**config.mk**
```make
export PLATFORM = sky130hd
export DESIGN_NAME = regulator_config_register_bank
export DESIGN_NICKNAME = d
export VERILOG_FILES = /design/src/regulator_config_pkg.sv /design/src/serial_write_port.sv /design/src/regulator_config_register_bank.sv
export SDC_FILE = /design/constraint.sdc
export NUM_CORES = 1
export LEC_CHECK = 0
export BUFFER_PORTS_ARGS = -buffer_cell sky130_fd_sc_hd__buf_2
export CORE_MARGIN = 2
export CORE_UTILIZATION = 60
export CTS_BUF_LIST = sky130_fd_sc_hd__clkbuf_4
export DETAILED_ROUTE_END_ITERATION = 8
export PLACE_DENSITY_LB_ADDON = 0.2
export SLEW_MARGIN = 15
export SYNTH_ARGS = -nofsm -noshare
export SYNTH_HDL_FRONTEND = slang
export SYNTH_SLANG_ARGS = --single-unit
```
**constraint.sdc**
```tcl
create_clock -name mclk_i -period 5 [get_ports mclk_i]
set_clock_uncertainty 0.05 [all_clocks]
set_input_delay 0.75 -clock mclk_i [delete_from_list [all_inputs] [get_ports mclk_i]]
set_output_delay 0.75 -clock mclk_i [all_outputs]
set_load 0.01 [all_outputs]
```
**src/regulator_config_pkg.sv**
```systemverilog
package regulator_config_pkg;

   localparam logic [7:0] buck_switching_mode_config_addr = 8'h03;
   localparam logic [7:0] ldo4_config_addr = 8'h04;
   localparam logic [7:0] ldo3_config_addr = 8'h05;
   localparam logic [7:0] ldo2_config_addr = 8'h06;
   localparam logic [7:0] ldo1_config_addr = 8'h07;
   localparam logic [7:0] buck3_config_addr = 8'h08;
   localparam logic [7:0] buck2_config_addr = 8'h09;
   localparam logic [7:0] buck1_config_addr = 8'h0a;
   localparam logic [7:0] ldo_uv_threshold_config_addr = 8'h1e;
   localparam logic [7:0] standby_enable_config_addr = 8'h21;

   localparam logic [7:0] buck_switching_mode_reset = 8'h00;
   localparam logic [7:0] ldo_config_reset = 8'h00;
   localparam logic [7:0] buck_config_reset = 8'h00;
   localparam logic [7:0] ldo_uv_threshold_reset = 8'h00;
   localparam logic [7:0] standby_enable_reset = 8'h00;

   localparam int bandwidth_bit = 7;
   localparam int buck_undervolt_bit = 6;
   localparam int voltage_code_msb = 5;
   localparam int spread_spectrum_bit = 5;
   localparam int fixed_frequency_bit = 4;
   localparam int buck_three_phase_lsb = 2;
   localparam int buck_two_phase_lsb = 0;
   localparam int linreg_load_switch_bit = 7;
   localparam int linreg_bypass_bit = 6;
   localparam int linreg_mode_bit = 6;
   localparam int linreg_slow_ramp_bit = 7;
   localparam int linreg_uv_first_bit = 3;
   localparam int standby_buck_one_bit = 0;

   typedef enum logic [1:0] {
      linreg_regulating,
      linreg_bypassing,
      linreg_load_switching
   } linreg_mode_type;

endpackage

```
**src/serial_write_port.sv**
```systemverilog
`timescale 1ns/1ps
module serial_write_port
   import regulator_config_pkg::*;
(
   input wire logic mclk_i,
   input wire logic rst_n_i,
   input wire logic wr_req_i,
   input wire logic rd_req_i,
   input wire logic [7:0] addr_i,
   output logic wr_pulse_o,
   output logic rd_pulse_o,
   output logic [7:0] addr_o
);

   logic [1:0] wr_sync;
   logic [1:0] rd_sync;
   logic wr_last;
   logic rd_last;
   logic [7:0] addr_meta;

   // Request strobes come from the serial front end and are resynchronised.
   always_ff @(posedge mclk_i or negedge rst_n_i) begin
      if (!rst_n_i) begin
         wr_sync <= 2'b00;
         rd_sync <= 2'b00;
         wr_last <= 1'b0;
         rd_last <= 1'b0;
         wr_pulse_o <= 1'b0;
         rd_pulse_o <= 1'b0;
         addr_meta <= 8'h00;
         addr_o <= 8'h00;
      end else begin
         wr_sync <= {wr_sync[0], wr_req_i};
         rd_sync <= {rd_sync[0], rd_req_i};
         wr_last <= wr_sync[1];
         rd_last <= rd_sync[1];
         wr_pulse_o <= wr_sync[1] & ~wr_last;
         rd_pulse_o <= rd_sync[1] & ~rd_last;
         addr_meta <= addr_i;
         addr_o <= addr_meta;
      end
   end

endmodule

```
**src/regulator_config_register_bank.sv**
```systemverilog
`timescale 1ns/1ps
// What this block does
// - First buck byte: bit7 bandwidth, bit6 undervolt select, bits5-0 voltage code.
// - Second buck byte uses the same layout as the first.
// - Third buck byte uses the same layout as the first.
// - Buck undervolt select clear means minus 5 percent, set minus 10 percent.
// - Bit 5 of switching-mode register enables spread spectrum.
// - Bits 3-2 phase buck three, bits 1-0 buck two, 90 degree steps.
// - Spread spectrum and phase act only while fixed frequency is set.
// - First linear byte: bits5-0 code, bit7 load switch, bit6 bypass.
// - Load switch wins; else bypass bit picks bypass or regulating.
// - Second linear byte holds code, load switch and bypass.
// - Third linear byte: bits5-0 code, bit6 mode, bit7 ramp select.
// - Fourth linear byte: bits5-0 code, bit6 mode, bit7 ramp select.
// - Ramp select clear means fast ramp, set means slow ramp.
// - Linear undervolt selects in bits 3 to 6 of one shared register.
// - Standby enable register, bit 0 enables the first buck in standby.
module regulator_config_register_bank
   import regulator_config_pkg::*;
#(
   parameter int num_bucks = 3,
   parameter int num_linregs = 4
)
(
   input wire logic mclk_i,
   input wire logic rst_n_i,
   input wire logic wr_req_i,
   input wire logic rd_req_i,
   input wire logic [7:0] addr_i,
   input wire logic [7:0] wdata_i,
   output logic [7:0] rdata_o,
   output logic rvalid_o,
   output logic [5:0] buck_one_voltage_code_o,
   output logic [5:0] buck_two_voltage_code_o,
   output logic [5:0] buck_three_voltage_code_o,
   output logic [2:0] bandwidth_high_o,
   output logic [2:0] buck_undervolt_ten_pct_o,
   output logic fixed_frequency_enable_o,
   output logic spread_spectrum_active_o,
   output logic [1:0] buck_two_phase_offset_o,
   output logic [1:0] buck_three_phase_offset_o,
   output logic [5:0] linreg_one_voltage_code_o,
   output logic [5:0] linreg_two_voltage_code_o,
   output logic [5:0] linreg_three_voltage_code_o,
   output logic [5:0] linreg_four_voltage_code_o,
   output logic [1:0] linreg_one_mode_o,
   output logic [1:0] linreg_two_mode_o,
   output logic linreg_three_load_switch_o,
   output logic linreg_four_load_switch_o,
   output logic linreg_three_slow_ramp_o,
   output logic linreg_four_slow_ramp_o,
   output logic [3:0] linreg_undervolt_ten_pct_o,
   output logic buck_one_standby_enable_o
);

   if (num_bucks != 3 || num_linregs != 4) begin : g_size_check
      $error("Only three bucks and four linear regulators are supported.");
   end

   logic wr_pulse;
   logic rd_pulse;
   logic [7:0] addr_q;
   logic [7:0] wdata_q;
   logic [7:0] wdata_s;

   logic [7:0] buck_config [3];
   logic [7:0] buck_switching_mode;
   logic [7:0] ldo1_config;
   logic [7:0] ldo2_config;
   logic [7:0] ldo3_config;
   logic [7:0] ldo4_config;
   logic [7:0] ldo_uv_threshold;
   logic [7:0] standby_enable;
   logic [7:0] next_rdata;
   logic [1:0] next_linreg_one_mode;
   logic [1:0] next_linreg_two_mode;

   serial_write_port port_sync (
      .mclk_i(mclk_i),
      .rst_n_i(rst_n_i),
      .wr_req_i(wr_req_i),
      .rd_req_i(rd_req_i),
      .addr_i(addr_i),
      .wr_pulse_o(wr_pulse),
      .rd_pulse_o(rd_pulse),
      .addr_o(addr_q)
   );

   // Data is held stable by the front end; it is staged alongside the strobes.
   always_ff @(posedge mclk_i or negedge rst_n_i) begin
      if (!rst_n_i) begin
         wdata_s <= 8'h00;
         wdata_q <= 8'h00;
      end else begin
         wdata_s <= wdata_i;
         wdata_q <= wdata_s;
      end
   end

   // Buck bytes: index 0 is buck one at 0x0a, down to buck three at 0x08.
   for (genvar b = 0; b < 3; b++) begin : g_buck
      always_ff @(posedge mclk_i or negedge rst_n_i) begin
         if (!rst_n_i) begin
            buck_config[b] <= buck_config_reset;
         end else if (wr_pulse && addr_q == buck1_config_addr - 8'(b)) begin
            buck_config[b] <= wdata_q;
         end
      end
   end

   always_ff @(posedge mclk_i or negedge rst_n_i) begin
      if (!rst_n_i) begin
         buck_switching_mode <= buck_switching_mode_reset;
      end else if (wr_pulse && addr_q == buck_switching_mode_config_addr) begin
         buck_switching_mode <= wdata_q;
      end
   end

   always_ff @(posedge mclk_i or negedge rst_n_i) begin
      if (!rst_n_i) begin
         ldo1_config <= ldo_config_reset;
      end else if (wr_pulse && addr_q == ldo1_config_addr) begin
         ldo1_config <= wdata_q;
      end
   end

   always_ff @(posedge mclk_i or negedge rst_n_i) begin
      if (!rst_n_i) begin
         ldo2_config <= ldo_config_reset;
      end else if (wr_pulse && addr_q == ldo2_config_addr) begin
         ldo2_config <= wdata_q;
      end
   end

   always_ff @(posedge mclk_i or negedge rst_n_i) begin
      if (!rst_n_i) begin
         ldo3_config <= ldo_config_reset;
      end else if (wr_pulse && addr_q == ldo3_config_addr) begin
         ldo3_config <= wdata_q;
      end
   end

   always_ff @(posedge mclk_i or negedge rst_n_i) begin
      if (!rst_n_i) begin
         ldo4_config <= ldo_config_reset;
      end else if (wr_pulse && addr_q == ldo4_config_addr) begin
         ldo4_config <= wdata_q;
      end
   end

   always_ff @(posedge mclk_i or negedge rst_n_i) begin
      if (!rst_n_i) begin
         ldo_uv_threshold <= ldo_uv_threshold_reset;
      end else if (wr_pulse && addr_q == ldo_uv_threshold_config_addr) begin
         ldo_uv_threshold <= wdata_q;
      end
   end

   always_ff @(posedge mclk_i or negedge rst_n_i) begin
      if (!rst_n_i) begin
         standby_enable <= standby_enable_reset;
      end else if (wr_pulse && addr_q == standby_enable_config_addr) begin
         standby_enable <= wdata_q;
      end
   end

   // Read mux; unmapped addresses read as zero.
   always_comb begin
      next_rdata = 8'h00;
      case (addr_q)
         buck_switching_mode_config_addr: next_rdata = buck_switching_mode;
         ldo4_config_addr: next_rdata = ldo4_config;
         ldo3_config_addr: next_rdata = ldo3_config;
         ldo2_config_addr: next_rdata = ldo2_config;
         ldo1_config_addr: next_rdata = ldo1_config;
         buck3_config_addr: next_rdata = buck_config[2];
         buck2_config_addr: next_rdata = buck_config[1];
         buck1_config_addr: next_rdata = buck_config[0];
         ldo_uv_threshold_config_addr: next_rdata = ldo_uv_threshold;
         standby_enable_config_addr: next_rdata = standby_enable;
         default: next_rdata = 8'h00;
      endcase
   end

   always_ff @(posedge mclk_i or negedge rst_n_i) begin
      if (!rst_n_i) begin
         rdata_o <= 8'h00;
         rvalid_o <= 1'b0;
      end else begin
         rvalid_o <= rd_pulse;
         if (rd_pulse) begin
            rdata_o <= next_rdata;
         end
      end
   end

   // Load switch wins over bypass for the first two linear regulators.
   always_comb begin
      if (ldo1_config[linreg_load_switch_bit]) begin
         next_linreg_one_mode = linreg_load_switching;
      end else if (ldo1_config[linreg_bypass_bit]) begin
         next_linreg_one_mode = linreg_bypassing;
      end else begin
         next_linreg_one_mode = linreg_regulating;
      end
      if (ldo2_config[linreg_load_switch_bit]) begin
         next_linreg_two_mode = linreg_load_switching;
      end else if (ldo2_config[linreg_bypass_bit]) begin
         next_linreg_two_mode = linreg_bypassing;
      end else begin
         next_linreg_two_mode = linreg_regulating;
      end
   end

   // Voltage codes toward the buck power stages, registered.
   always_ff @(posedge mclk_i or negedge rst_n_i) begin
      if (!rst_n_i) begin
         buck_one_voltage_code_o <= 6'h00;
         buck_two_voltage_code_o <= 6'h00;
         buck_three_voltage_code_o <= 6'h00;
      end else begin
         buck_one_voltage_code_o <= buck_config[0][voltage_code_msb:0];
         buck_two_voltage_code_o <= buck_config[1][voltage_code_msb:0];
         buck_three_voltage_code_o <= buck_config[2][voltage_code_msb:0];
      end
   end

   // Bit 0 of each buck vector is buck one, bit 2 is buck three.
   always_ff @(posedge mclk_i or negedge rst_n_i) begin
      if (!rst_n_i) begin
         bandwidth_high_o <= 3'h0;
      end else begin
         bandwidth_high_o <= {buck_config[2][bandwidth_bit], buck_config[1][bandwidth_bit],
                              buck_config[0][bandwidth_bit]};
      end
   end

   // A set select bit moves the undervolt detection to minus 10 percent.
   always_ff @(posedge mclk_i or negedge rst_n_i) begin
      if (!rst_n_i) begin
         buck_undervolt_ten_pct_o <= 3'h0;
      end else begin
         buck_undervolt_ten_pct_o <= {buck_config[2][buck_undervolt_bit],
                                      buck_config[1][buck_undervolt_bit],
                                      buck_config[0][buck_undervolt_bit]};
      end
   end

   // Fixed-frequency switching is passed through as stored.
   always_ff @(posedge mclk_i or negedge rst_n_i) begin
      if (!rst_n_i) begin
         fixed_frequency_enable_o <= 1'b0;
      end else begin
         fixed_frequency_enable_o <= buck_switching_mode[fixed_frequency_bit];
      end
   end

   // Spread spectrum is forced off outside fixed-frequency switching.
   always_ff @(posedge mclk_i or negedge rst_n_i) begin
      if (!rst_n_i) begin
         spread_spectrum_active_o <= 1'b0;
      end else if (buck_switching_mode[fixed_frequency_bit]) begin
         spread_spectrum_active_o <= buck_switching_mode[spread_spectrum_bit];
      end else begin
         spread_spectrum_active_o <= 1'b0;
      end
   end

   // Phase offsets fall back to zero degrees outside fixed-frequency switching.
   always_ff @(posedge mclk_i or negedge rst_n_i) begin
      if (!rst_n_i) begin
         buck_two_phase_offset_o <= 2'h0;
         buck_three_phase_offset_o <= 2'h0;
      end else if (buck_switching_mode[fixed_frequency_bit]) begin
         buck_three_phase_offset_o <=
            buck_switching_mode[buck_three_phase_lsb +: 2];
         buck_two_phase_offset_o <= buck_switching_mode[buck_two_phase_lsb +: 2];
      end else begin
         buck_three_phase_offset_o <= 2'h0;
         buck_two_phase_offset_o <= 2'h0;
      end
   end

   // Voltage codes toward the linear regulators, registered.
   always_ff @(posedge mclk_i or negedge rst_n_i) begin
      if (!rst_n_i) begin
         linreg_one_voltage_code_o <= 6'h00;
         linreg_two_voltage_code_o <= 6'h00;
         linreg_three_voltage_code_o <= 6'h00;
         linreg_four_voltage_code_o <= 6'h00;
      end else begin
         linreg_one_voltage_code_o <= ldo1_config[voltage_code_msb:0];
         linreg_two_voltage_code_o <= ldo2_config[voltage_code_msb:0];
         linreg_three_voltage_code_o <= ldo3_config[voltage_code_msb:0];
         linreg_four_voltage_code_o <= ldo4_config[voltage_code_msb:0];
      end
   end

   // Operating mode of the first two linear regulators.
   always_ff @(posedge mclk_i or negedge rst_n_i) begin
      if (!rst_n_i) begin
         linreg_one_mode_o <= 2'h0;
         linreg_two_mode_o <= 2'h0;
      end else begin
         linreg_one_mode_o <= next_linreg_one_mode;
         linreg_two_mode_o <= next_linreg_two_mode;
      end
   end

   // A set mode bit of the last two linear regulators selects load-switch operation.
   always_ff @(posedge mclk_i or negedge rst_n_i) begin
      if (!rst_n_i) begin
         linreg_three_load_switch_o <= 1'b0;
         linreg_four_load_switch_o <= 1'b0;
      end else begin
         linreg_three_load_switch_o <= ldo3_config[linreg_mode_bit];
         linreg_four_load_switch_o <= ldo4_config[linreg_mode_bit];
      end
   end

   // A set ramp select of the last two linear regulators selects the slow ramp.
   always_ff @(posedge mclk_i or negedge rst_n_i) begin
      if (!rst_n_i) begin
         linreg_three_slow_ramp_o <= 1'b0;
         linreg_four_slow_ramp_o <= 1'b0;
      end else begin
         linreg_three_slow_ramp_o <= ldo3_config[linreg_slow_ramp_bit];
         linreg_four_slow_ramp_o <= ldo4_config[linreg_slow_ramp_bit];
      end
   end

   // Undervolt selects of the linear regulators, bit 0 for the first one.
   always_ff @(posedge mclk_i or negedge rst_n_i) begin
      if (!rst_n_i) begin
         linreg_undervolt_ten_pct_o <= 4'h0;
      end else begin
         linreg_undervolt_ten_pct_o <= ldo_uv_threshold[linreg_uv_first_bit +: 4];
      end
   end

   // Standby enable of the first buck.
   always_ff @(posedge mclk_i or negedge rst_n_i) begin
      if (!rst_n_i) begin
         buck_one_standby_enable_o <= 1'b0;
      end else begin
         buck_one_standby_enable_o <= standby_enable[standby_buck_one_bit];
      end
   end

endmodule

```
==> summary.txt <==
Synthesis
  – Synthesized netlist cell count: about 470
  – Avg Synthesized Cell Area: between 15 and 20 um^2
  – Distinct cells, synth: 50
  – Synthesized Nets: 485
  – Number of enable flip-flop cells after synthesis: 0
  – Synth Flop Type: sky130_fd_sc_hd__dfrtp_1
  – Top-area cell type share of the netlist area: just under 70%
  – Fraction of the yosys area taken by sequential cells: between 60% and 70%
  – Biggest area contributors in the synthesized netlist: sky130_fd_sc_hd__dfrtp_1, sky130_fd_sc_hd__mux2_2, sky130_fd_sc_hd__mux2_4, sky130_fd_sc_hd__a22oi_1, sky130_fd_sc_hd__nand2_1
  – Yosys warning total: 0
  – Summed instance area of the synthesized netlist: about 7100 um^2
  – Biggest area consumer among synthesized cells: sky130_fd_sc_hd__dfrtp_1
  – Synth Register Bits: 196
  – Ys async rst share: 100%

STA
  – Worst hold margin: approximately 0.21 ns
  – Remaining max-slew budget at the tightest pin: 38.9%
  – Final Hold Violating Endpoints: 0
  – Measured slew at the worst slew-check pin: 0.916 ns
  – Portion of the clock cycle consumed by the worst path in the final layout: 49.0%
  – FMAX: slightly above 400 MHz
  – Setup repair after global routing missed its margin: false
  – Setup violators final: 0
  – Setup slack of the critical path after layout: 2.55 ns
  – Sum Neg Setup Slack: 0 ns
  – Minimum clock period: 2.45 ns
  – Fin. max-slew vios: 0

Place
  – Pre-CTS WS: ~2.6 ns
  – Sum of net half-perimeters after detailed placement: 10.4 mm
  – Post-DP Area: about 7700 um^2
  – GP Congestion: 0.921
  – Quantity of I/O buffers inserted on ports: 95
  – Dpl cells: slightly below 700

Final layout
  – Storage element area: 4900 um^2
  – Cell area after layout: 8030 um^2
  – Fraction of layout instances using a drive strength above 1: 39.1%
  – Nets@finish: about 580
  – Multi-input combinational cell area: 2040 um^2
  – Post-route insts no fill: 718
  – Antenna Diode Count: 0
  – Most common cell after layout, fill and taps aside: sky130_fd_sc_hd__dfrtp_1
  – Area growth, synth to finish: 13.8%
  – Top library cells by usage in the layout, fill and taps aside: sky130_fd_sc_hd__dfrtp_1, sky130_fd_sc_hd__buf_2, sky130_fd_sc_hd__mux2_2
  – Fill cell total of the finished layout: 782

CTS
  – Clock edge transition at the registers on the reported setup and hold paths: 0.14 ns
  – H-tree depth: 4
  – Maximum clock path buffer count: 2
  – Number of clock sinks seen by CTS: ~200
  – TritonCTS clock tree: done
  – PostCTS Resize Cnt: 0
  – Clock network latency to the later pin of the worst-skew pair: 0.58 ns
  – CTS Hold Bufs: 0
  – CTS root buf: sky130_fd_sc_hd__clkbuf_4
  – Post-CTS Setup Inserts: 0
  – CTS buffer count: 17

Critical path
  – Maximum net fanout on the critical path: 31
  – Startpoint type of the worst setup path: flop
  – Data required time of the worst path: 5.42 ns
  – Cell count of the worst reg-to-reg path: 4
  – Reg-to-reg critical path endpoint: ldo3_config[7]
  – R2R Setup Slk: approximately 2.6 ns
  – Crit path kind: reg2reg
  – Kind of end point of the critical path: flop
  – Startpoint of the most critical register-to-register path: port_sync.addr_o[0]
  – Arrival time at the worst endpoint: 2.87 ns

Hold path
  – Kind of path behind the tightest hold check: in2reg
  – Hold depth: 1
  – Worst-case hold path end point: port_sync.rd_sync[0]
  – Hold wc startpoint: rd_req_i

Flow run
  – Count of maximum capacitance violations: 0

GRT
  – Maximum number of pins on one net before global-route repair: 123
  – Total GRT Usage: 25.5%
  – Vias in the first global route: 4,232
  – Number of antenna violations at the first check in global routing: 0
  – Congestion Overflow GR: 0
  – Wire length of the first global-routing pass: around 24 mm

Detailed routing
  – Via density per instance: 5.90
  – Post-DR wirelength/cell: 21.0 um
  – Total vias in the final route: between 4k and 5k
  – Number of antenna-violating nets in the routed design: 0
  – Number of iterations in the first detailed-routing pass: 4
  – Routed wire length: 15.0 mm
  – Remaining routing DRC violations: 0
  – Starting DRT DRC Count: 401

Floorplan
  – Die extent in y: 112 um
  – Starting Density: 61.5%
  – Top Ports: 96
  – Placeable core region: ~11,000 um^2
  – Count of standard-cell rows: 39
  – Die outline width: 112 um
  – DIE AREA: 12,600 um^2

Power
  – Maximum VDD drop: 0.000306 V
  – Cell leakage power: 0.00416 uW
  – Ratio of total power to cell area: 349 nW/um^2

Run status
  – Run status: finished clean
-- critical path: stages, from the launching register on --
cell and delay (ns):
sky130_fd_sc_hd__dfrtp_1 0.36, sky130_fd_sc_hd__buf_4 0.31, sky130_fd_sc_hd__nor4b_2 0.54, sky130_fd_sc_hd__nand3_1 0.60
sky130_fd_sc_hd__mux2_2 0.47
-- registers in the layout, summed over array words and instances, names as in the netlist, 6 cells and up --
signal / count
buck_three_voltage_code_o: 6
ldo4_config: 8
linreg_four_voltage_code_o: 6
buck_two_voltage_code_o: 6
linreg_two_voltage_code_o: 6
ldo_uv_threshold: 8
buck_switching_mode: 8
port_sync.addr_o: 8
buck_one_voltage_code_o: 6
wdata_s: 8
port_sync.addr_meta: 8
buck_config: 24
ldo2_config: 8
ldo1_config: 8
linreg_one_voltage_code_o: 6
rdata_o: 8
wdata_q: 8
linreg_three_voltage_code_o: 6
standby_enable: 8
ldo3_config: 8
-- worst max path at each step --
stage,start,to,slack [ns]
2_1_floorplan,port_sync.addr_o[5],buck_config[0],2.99
3_3_place_gp,port_sync.addr_o[2],buck_config[6],2.66
3_5_place_dp,port_sync.addr_o[2],buck_switching_mode[2],2.58
4_1_cts,port_sync.addr_o[2],buck_config[6],2.58
5_1_grt,port_sync.addr_o[2],buck_switching_mode[3],2.40
6_report,port_sync.addr_o[0],ldo3_config[7],2.55
-- synth_stat cells (3+ instances only) --
cell,number
sky130_fd_sc_hd__dfrtp_1,196
sky130_fd_sc_hd__mux2_2,73
sky130_fd_sc_hd__nand2_1,23
sky130_fd_sc_hd__a22oi_1,12
sky130_fd_sc_hd__and2_1,9
sky130_fd_sc_hd__buf_1,9
sky130_fd_sc_hd__nor2_1,9
sky130_fd_sc_hd__a21oi_1,8
sky130_fd_sc_hd__mux2_4,8
sky130_fd_sc_hd__nand3_1,8
sky130_fd_sc_hd__o21ai_0,8
sky130_fd_sc_hd__buf_2,7
sky130_fd_sc_hd__a22o_1,6
sky130_fd_sc_hd__and3_1,6
sky130_fd_sc_hd__clkbuf_1,6
sky130_fd_sc_hd__mux2i_1,6
sky130_fd_sc_hd__nor2b_1,6
sky130_fd_sc_hd__nor3_1,5
sky130_fd_sc_hd__a32o_1,4
sky130_fd_sc_hd__a32oi_1,4
sky130_fd_sc_hd__nand4_1,4
sky130_fd_sc_hd__o2bb2ai_1,4
sky130_fd_sc_hd__a211oi_1,3
sky130_fd_sc_hd__nand3_2,3
sky130_fd_sc_hd__nand3b_1,3
sky130_fd_sc_hd__o22ai_1,3
-- report_power, final --
group / switching (uW) / leakage (uW) / internal, uW
clock network: 505 / 0.000197 / 509
logic: 68.3 / 0.00133 / 42.3
registers: 46.6 / 0.00264 / 1630
total: 620 / 0.00416 / 2180
-- cell families (layout without fill, tap and decap cells) --
group,Yosys count,in the layout,synth area share [%]
AOI/OAI and AO/OA,62,62,6.45
xor gates and xnor gates,1,1,0.124
buffers and inverters,25,135,1.61
DFF,196,196,69.5
muxes,87,87,14.2
and+or+nand+nor,94,94,8.10
-- metrics by stage --
stage	total power, uW	util [%]
final	2800	70.1
after global routing	2900	70.1
after CTS	2820	70.1
after detailed placement	1820	66.8
after global placement	1810	66.8
after floorplan	1740	-
-- area by class of cell --
cell class	count	share of cell area, %
Multi-Input combinational cell	244	25.4
Clock inverter	13	2.85
Inverter	1	0.0467
Clock buffer	19	1.78
Tap cell	143	2.23
Timing Repair Buffer	102	6.68
Sequential cell	196	61.0
-- metal layers --
layer / global-route usage, % / up-vias / part of all wire (%)
met1: 37.1 / 2218 / 45
met2: 39.2 / 130 / 49
met5: 0 / - / 0
met4: 7.15 / 0 / 1.7
met3: 6.16 / 19 / 4.5
li1: - / 1866 / -
Power figures use the tool's default switching activity.
